**src/rtl/drcd_pkg.sv**
```systemverilog
// shared constants and types for the read command decoder
package drcd_pkg;
    localparam logic [4:0] DRCD_OP_READ = 5'h06;
    localparam logic [4:0] DRCD_OP_READ2 = 5'h0C;
    localparam logic [5:0] DRCD_OP_TRACK = 6'h02;
    localparam int DRCD_FLAG_MT_POS = 7;
    localparam int DRCD_FLAG_MOD_POS = 6;
    localparam int DRCD_FLAG_SK_POS = 5;
    localparam int DRCD_HEAD_POS = 2;
    localparam logic [4:0] DRCD_UNIT_RSVD = 5'h00;
    localparam logic [3:0] DRCD_PARAM_COUNT = 4'h9;
    localparam logic [2:0] DRCD_RESULT_COUNT = 3'h7;
    localparam logic [2:0] DRCD_N_MAX = 3'h7;
    localparam logic [7:0] DRCD_ST0_INVALID = 8'h80;
    localparam logic [7:0] DRCD_BYTE_RESET = 8'h00;

    typedef enum logic [4:0] {
        DRCD_IDLE = 5'b00001,
        DRCD_PARAM = 5'b00010,
        DRCD_EXEC = 5'b00100,
        DRCD_NOTIFY = 5'b01000,
        DRCD_RESULT = 5'b10000
    } drcd_phase_t;

    typedef enum logic [1:0] {
        DRCD_KIND_READ = 2'h0,
        DRCD_KIND_READ2 = 2'h1,
        DRCD_KIND_TRACK = 2'h2
    } drcd_kind_t;

    // parameters handed to the execution engine
    typedef struct packed {
        drcd_kind_t kind;
        logic multitrack_flag;
        logic modulation_select;
        logic ignore_deleted_flag;
        logic head_pick;
        logic unit_pick_hi;
        logic unit_pick_lo;
        logic [8:0] cylinder;
        logic [7:0] head;
        logic [7:0] record;
        logic [7:0] size_code;
        logic [7:0] last_sector_num;
        logic [7:0] gap_size;
        logic [7:0] sector_byte_limit;
        logic [15:0] sector_bytes;
    } drcd_cmd_t;

    // outcome reported by the execution engine
    typedef struct packed {
        logic [7:0] result_state_a;
        logic [7:0] result_state_b;
        logic [7:0] result_state_c;
        logic [8:0] cylinder;
        logic [7:0] head;
        logic [7:0] record;
        logic [7:0] size_code;
    } drcd_res_t;

    typedef struct packed {
        logic queue_on;
        logic [3:0] queue_level;
        logic [7:0] precomp_first_cyl;
    } drcd_cfg_t;

    typedef struct packed {
        drcd_phase_t phase;
        logic [3:0] count;
        drcd_cmd_t cmd;
        drcd_res_t res;
        logic [7:0] rd_data;
        logic irq;
        logic exec_start;
        logic invalid;
        drcd_cfg_t cfg;
    } drcd_state_t;

    // bytes per sector from size code: 128 shifted left by the code, codes above 7 count as 7
    function automatic logic [15:0] drcd_sector_bytes(input logic [7:0] n);
        logic [2:0] c;
        c = (n[7:3] != 5'h00) ? DRCD_N_MAX : n[2:0];
        return 16'h0080 << c;
    endfunction
endpackage

```
**src/rtl/drcd_decoder.sv**
```systemverilog
// command decoder and phase sequencer for the sector and track reads
`timescale 1ns/1ps
// What this block and the execution engine it drives do
// normal read opcode is flags in bits 7..5 and 00110 in the low five bits.
// second read opcode is the same flags with 01100 low bits, same parameters and results.
// track read opcode has bit 7 clear, modulation in bit 6 and 000010 low bits.
// track read walks every sector from index hole to the last sector number.
// second byte has bits 7..3 zero, bit 2 head pick and bits 1..0 the unit.
// host then writes cylinder, head, record, size, last sector, gap, data length.
// result phase offers status a, b, c then cylinder, head, record and size.
// skip flag passes deleted sectors, modulation picks encoding, multitrack spans heads.
// size code sets bytes per sector for id matching and byte counting.
// cylinder values from 0 to 511 are carried in full in exec_cmd; the result byte returns only bits 7..0.
// with lock set, queue and precomp settings survive a software reset.
// every valid command runs command, execution, result phases in order; an invalid one skips execution.
// bytes move only when the ready and direction flags allow it.
// end of execution raises the interrupt before the result phase.
module drcd_decoder
    import drcd_pkg::*;
(
    input wire logic ref_clk,
    input wire logic reset,
    input wire logic soft_reset,
    input wire logic lock_setting,
    input wire drcd_cfg_t cfg_in,
    input wire logic cfg_load,
    input wire logic host_wr,
    input wire logic host_rd,
    input wire logic [7:0] host_wdata,
    input wire logic cyl_msb,
    input wire logic exec_done,
    input wire drcd_res_t exec_result,
    output logic [7:0] host_rdata,
    output logic host_ready_flag,
    output logic transfer_direction_flag,
    output logic busy,
    output logic irq,
    output logic exec_start,
    output drcd_cmd_t exec_cmd,
    output logic track_from_index,
    output drcd_cfg_t cfg_out
);
    drcd_state_t s_reg;
    drcd_state_t s_next;
    logic wr_take;
    logic rd_take;
    logic [2:0] op_match;

    // opcode form match, one bit per read command; all clear for a byte naming none
    function automatic logic [2:0] drcd_opcode_match(input logic [7:0] op);
        logic [2:0] m;
        // normal read, flags above
        m[0] = (op[4:0] == DRCD_OP_READ);
        // second read, same flags
        m[1] = (op[4:0] == DRCD_OP_READ2);
        // track read, modulation flag only, no mt or skip
        m[2] = !op[DRCD_FLAG_MT_POS] && (op[5:0] == DRCD_OP_TRACK);
        return m;
    endfunction

    // result byte by position
    function automatic logic [7:0] drcd_result_byte(input drcd_res_t r, input logic [3:0] idx);
        logic [7:0] b;
        case (idx)
            4'h0: b = r.result_state_a;
            4'h1: b = r.result_state_b;
            4'h2: b = r.result_state_c;
            4'h3: b = r.cylinder[7:0];
            4'h4: b = r.head;
            4'h5: b = r.record;
            4'h6: b = r.size_code;
            default: b = DRCD_BYTE_RESET;
        endcase
        return b;
    endfunction

    // strobes gated by flags
    // a stray strobe in the wrong direction must never move a byte
    assign wr_take = host_wr && host_ready_flag && !transfer_direction_flag;
    assign rd_take = host_rd && host_ready_flag && transfer_direction_flag;
    assign op_match = drcd_opcode_match(host_wdata);

    always_comb begin
        s_next = s_reg;
        s_next.exec_start = 1'b0;
        if (cfg_load) begin
            s_next.cfg = cfg_in;
        end
        // lock keeps config
        if (soft_reset && !lock_setting) begin
            s_next.cfg = '0;
        end
        case (s_reg.phase)
            DRCD_IDLE: begin
                // write only when ready
                if (wr_take && !soft_reset) begin
                    s_next.cmd = '0;
                    s_next.count = 4'h1;
                    s_next.invalid = 1'b0;
                    s_next.cmd.modulation_select = host_wdata[DRCD_FLAG_MOD_POS];
                    s_next.phase = DRCD_PARAM;
                    // normal read opcode
                    if (op_match[0]) begin
                        s_next.cmd.kind = DRCD_KIND_READ;
                        s_next.cmd.multitrack_flag = host_wdata[DRCD_FLAG_MT_POS];
                        s_next.cmd.ignore_deleted_flag = host_wdata[DRCD_FLAG_SK_POS];
                    // second read opcode
                    end else if (op_match[1]) begin
                        s_next.cmd.kind = DRCD_KIND_READ2;
                        s_next.cmd.multitrack_flag = host_wdata[DRCD_FLAG_MT_POS];
                        s_next.cmd.ignore_deleted_flag = host_wdata[DRCD_FLAG_SK_POS];
                    // track read, no mt or skip
                    end else if (op_match[2]) begin
                        s_next.cmd.kind = DRCD_KIND_TRACK;
                    end else begin
                        // unknown opcode: straight to a one byte invalid result
                        s_next.phase = DRCD_RESULT;
                        s_next.count = 4'h0;
                        s_next.invalid = 1'b1;
                        s_next.rd_data = DRCD_ST0_INVALID;
                    end
                end
            end
            DRCD_PARAM: begin
                // fixed parameter order
                if (wr_take) begin
                    s_next.count = s_reg.count + 4'h1;
                    case (s_reg.count)
                        4'h1: begin
                            // unit byte layout, reserved bits flag a bad command
                            s_next.cmd.head_pick = host_wdata[DRCD_HEAD_POS];
                            s_next.cmd.unit_pick_hi = host_wdata[1];
                            s_next.cmd.unit_pick_lo = host_wdata[0];
                            if (host_wdata[7:3] != DRCD_UNIT_RSVD) begin
                                s_next.invalid = 1'b1;
                            end
                        end
                        // ninth cylinder bit kept
                        4'h2: s_next.cmd.cylinder = {cyl_msb, host_wdata};
                        4'h3: s_next.cmd.head = host_wdata;
                        4'h4: s_next.cmd.record = host_wdata;
                        4'h5: begin
                            s_next.cmd.size_code = host_wdata;
                            // size code to byte count
                            s_next.cmd.sector_bytes = drcd_sector_bytes(host_wdata);
                        end
                        4'h6: s_next.cmd.last_sector_num = host_wdata;
                        4'h7: s_next.cmd.gap_size = host_wdata;
                        default: s_next.cmd.sector_byte_limit = host_wdata;
                    endcase
                    if (s_reg.count == DRCD_PARAM_COUNT - 4'h1) begin
                        if (s_reg.invalid) begin
                            s_next.phase = DRCD_RESULT;
                            s_next.count = 4'h0;
                            s_next.rd_data = DRCD_ST0_INVALID;
                        end else begin
                            // command then execution
                            s_next.phase = DRCD_EXEC;
                            s_next.exec_start = 1'b1;
                        end
                    end
                end
            end
            DRCD_EXEC: begin
                // flags travel to the engine in exec_cmd
                if (exec_done) begin
                    s_next.res = exec_result;
                    s_next.phase = DRCD_NOTIFY;
                    // interrupt at end of execution
                    s_next.irq = 1'b1;
                end
            end
            DRCD_NOTIFY: begin
                // one cycle of interrupt before the first result byte is offered
                s_next.phase = DRCD_RESULT;
                s_next.count = 4'h0;
                s_next.rd_data = drcd_result_byte(s_reg.res, 4'h0);
            end
            DRCD_RESULT: begin
                // read only when direction is out
                if (rd_take) begin
                    s_next.irq = 1'b0;
                    s_next.count = s_reg.count + 4'h1;
                    // result byte order
                    s_next.rd_data = drcd_result_byte(s_reg.res, s_reg.count + 4'h1);
                    if (s_reg.invalid || s_reg.count == {1'b0, DRCD_RESULT_COUNT} - 4'h1) begin
                        s_next.phase = DRCD_IDLE;
                        s_next.rd_data = DRCD_BYTE_RESET;
                    end
                end
            end
            default: s_next.phase = DRCD_IDLE;
        endcase
        // software reset aborts any command but spares locked settings
        if (soft_reset) begin
            s_next.phase = DRCD_IDLE;
            s_next.irq = 1'b0;
            s_next.exec_start = 1'b0;
            s_next.rd_data = DRCD_BYTE_RESET;
        end
    end

    always_ff @(posedge ref_clk or posedge reset) begin
        if (reset) begin
            s_reg <= '{phase: DRCD_IDLE, default: '0};
        end else begin
            s_reg <= s_next;
        end
    end

    // ready and direction flags
    assign host_ready_flag = (s_reg.phase == DRCD_IDLE) || (s_reg.phase == DRCD_PARAM)
        || (s_reg.phase == DRCD_RESULT);
    assign transfer_direction_flag = (s_reg.phase == DRCD_RESULT);
    assign busy = (s_reg.phase != DRCD_IDLE);
    assign host_rdata = s_reg.rd_data;
    assign irq = s_reg.irq;
    assign exec_start = s_reg.exec_start;
    assign exec_cmd = s_reg.cmd;
    // track read starts at index hole
    assign track_from_index = (s_reg.cmd.kind == DRCD_KIND_TRACK);
    assign cfg_out = s_reg.cfg;
endmodule

```
**config.mk**
```make
export PLATFORM = sky130hd
export DESIGN_NAME = drcd_decoder
export DESIGN_NICKNAME = d
export VERILOG_FILES = /design/src/rtl/drcd_pkg.sv /design/src/rtl/drcd_decoder.sv
export SDC_FILE = /design/constraint.sdc
export NUM_CORES = 1
export LEC_CHECK = 0
export ABC_AREA = 1
export BUFFER_PORTS_ARGS = -buffer_cell sky130_fd_sc_hd__buf_4
export CAP_MARGIN = 30
export CORE_ASPECT_RATIO = 0.9
export CORE_MARGIN = 4
export CORE_UTILIZATION = 32
export DETAILED_ROUTE_END_ITERATION = 12
export GPL_ROUTABILITY_DRIVEN = 0
export PLACE_DENSITY = 0.59
export SYNTH_ARGS = -nofsm -noshare
export SYNTH_HDL_FRONTEND = slang
export SYNTH_SLANG_ARGS = --single-unit
```
**constraint.sdc**
```tcl
create_clock -name ref_clk -period 4.4 [get_ports ref_clk]
set_input_delay 0.22 -clock ref_clk [delete_from_list [all_inputs] [get_ports ref_clk]]
set_output_delay 0.22 -clock ref_clk [all_outputs]
set_load 0.01 [all_outputs]
```
==> results by group <==
Logic synthesis
  • Post-synthesis average cell area: 8.857 sq um
  • Register bit total from synthesis: 162
  • Synth top area share: 49.88%
  • Area leader, netlist: dfrtp_1
  • Area contributors post-synth: dfrtp_1, buf_4, nand2_1
  • Library cells used by synthesis: 36
  • Synth Instances: 912
  • Top-count cell post-synth: nand2_1
  • Ys flop type: dfrtp_1
  • Seq/Total Area, Yosys: 50.20%
  • Post-Syn Area: 8078 sq um
  • Number of synthesized flops with an enable pin: 0
  • Synthesis warning total: 0
  • Async SR Flop Fraction: 100.0%
  • Post-synth top cells: nand2_1, dfrtp_1, buf_4

Floorplanning
  • Die Width: 175.5 um
  • Row count: 54
  • Die height: 158.7 um
  • Die footprint: 27850 sq um
  • Core area: 24530 sq um
  • Initial Util: 32.94%
  • I/O pins: 195

STA
  • Worst Max-Slew Pin Slew: 0.8622 ns
  • Slew headroom: 42.52%
  • Setup TNS: 0 ns
  • Final hold vios: 0
  • Min Tclk post-route: 2.554 ns
  • RSZ-0062 raised after global routing: no
  • Maximum clock rate: 0.3915 GHz
  • Final period util: 58.05%
  • Final setup viols: 0
  • Clk_skew: 0.01153 ns
  • Max Slew Vio Count: 0

Global route
  • Vias in the first global route: 6070
  • Initial antenna violation count: 0
  • All-layer global routing usage: 14.82%
  • First-pass GRT wire length: 33040 um
  • Largest net degree at the start of global routing: 163
  • Global route overflow: 0

Layout
  • Antenna fix cells: 0
  • Fin area: 9772 sq um
  • Layout Nets: 1100
  • Fraction of layout cells with a size suffix above 1: 28.73%
  • Filler instances: 2462
  • Largest register FFs: 73
  • Synthesis-to-finish area growth: 20.97%

Power
  • Peak supply drop: 0.2239 mV
  • P per Cell Area: 373.6 nW/um^2
  • PnR Total Power: 3651 uW
  • Leakage: 0.004945 uW

Placement
  • Post-Place Cell Area: 9074 sq um
  • Port bufs: 185
  • Hpwl dp: 15150 um

Critical path
  • Crit Path Max Fanout: 15
  • Critical path class: register to register
  • Critical Path AT: 2.93 ns
  • Critical Path RT: 4.77 ns
  • CP max-delay cell: nor2_2
  • Crit start category: register
  • Worst path bufs/invs: 1
  • Critical path's largest stage delay: 0.50 ns
  • Worst-path cell chain: ha_1, xnor2_1, inv_1, nor2_2, nand2_1, nor2_1, nor2_1, nand2_1, nand2_1, nand2_1, nand2_1, nand2_1
  • Most frequent CP cell: nand2_1
  • Critical path endpoint category: register
  • Crit path max-delay family: simple AND/OR/NAND/NOR gates

Clocking
  • H-tree Lvls: 4
  • Setup Fix Bufs, Post-CTS: 0
  • CTS tree: done
  • TritonCTS Buffers: 17
  • Latest clock arrival within the worst-skew pair: 0.44 ns
  • Clk sinks: 162
  • Clock root buffer: clkbuf_16
  • Clk pin slew, worst setup/hold paths: 0.07 ns
  • Hold-fix buffers, CTS: 8
  • Clock Tree Buf Depth: 2
  • Post-cts sizing count: 0

Run status
  • Status: completed

Route
  • Wire length per cell: 15.30 um
  • Drt first-iter violations: 399
  • First-pass DRT Iterations: 5
  • DRC Markers: 0
  • Vias: 6088
  • Antenna-violating nets left: 0
  • WL final: 20750 um
  • Vias per cell: 4.490

Flow run
  • Number of max-cap violations: 0

Worst hold path
  • Hold Crit Class: input pin to register
[cell families (layout without fill, tap and decap cells)]
family,count (synthesis),after routing,synth area share [%]
compound gates,133,133,8.752
xor+xnor,1,1,0.1084
fa+ha+maj,6,6,0.9293
buf+inv,205,306,14.68
flops,162,162,50.20
mux,47,47,6.552
other cells,1,8,0.04642
simple gates,357,357,18.73
[placed cells by master (no fill, tap or decap), types with 2 or more instances in the layout]
master         synthesis  routed
nand2_1              207     207
buf_4                106     189
dfrtp_1              161     161
inv_1                 68      67
nand3_1               65      65
o21ai_0               61      61
nor2_1                60      59
mux2_2                47      47
o21ai_1               42      42
clkbuf_16              0      17
a21oi_1               15      15
dlygate4sd3_1          0      11
nand4_1                9       9
conb_1                 1       8
ha_1                   6       6
inv_8                  0       6
o21ai_2                5       5
nand2_2                4       4
o31ai_1                4       4
inv_2                  3       3
nor3_1                 3       3
clkinvlp_4             0       3
clkinv_8               0       3
nor2_4                 1       2
nor2_2                 2       2
nor3_2                 2       2
a31oi_1                2       2
inv_6                  0       2
[worst min-delay path, delay by kind of cell]
kind,cells,cell delay [ns]
compound gates,1,0.06
simple gates,1,0.05
buf+inv,1,0.08
[power by group]
group / internal, uW / switching [uW] / total (uW) / leakage [uW]
Combinational: 204 / 368 / 573 / 0.00251
Clock: 762 / 723 / 1490 / 0.000284
Sequential: 1550 / 40.9 / 1590 / 0.00215
Total: 2520 / 1130 / 3650 / 0.00495
[area by class of cell]
type	instances	area, sq um	area share, %
well taps	336	420.4	4.302
inverters	72	274.0	2.804
flip-flops and latches	162	4055	41.50
multi-input cells	552	2870	29.37
clock buffers	17	425.4	4.353
clock inverters	15	162.7	1.665
repair buffers	202	1564	16.01
[worst paths after layout]
path	start	end	slack (ns)	depth (start not counted)
worst max-delay path	s_reg[163]	host_rdata[0]	1.85	12
worst min-delay path	exec_result[48]	s_reg[72]	0.01	3
worst max register to register	s_reg[163]	host_rdata[0]	1.85	12
worst min register to register	host_rdata[5]	host_rdata[5]	0.48	2
max in group asynchronous	reset	s_reg[72]	3.73	3
min in group asynchronous	reset	exec_cmd[77]	0.06	3
[stage by stage]
step | cells | utilization [%] | setup slack [ns] | hold WS (ns)
after floorplan | 919 | - | 2.124 | 0.3410
after global placement | 1312 | 36.94 | 1.894 | 0.4363
after detailed placement | 1313 | 37.00 | 1.889 | 0.4413
after CTS | 1353 | 39.72 | 1.856 | 0.0004627
after global routing | 1356 | 39.84 | 1.593 | 0.0007278
final | 1356 | 39.84 | 1.846 | 0.01058
[routing by layer]
layer	global-route usage [%]	vias to the layer above	share of wire (%)
li1	-	3053	-
met1	20.99	2839	49
met3	3.495	23	5.4
met5	0	-	0
met2	22.67	173	45
met4	4.536	0	1.5
(Power assumes the default switching activity.)
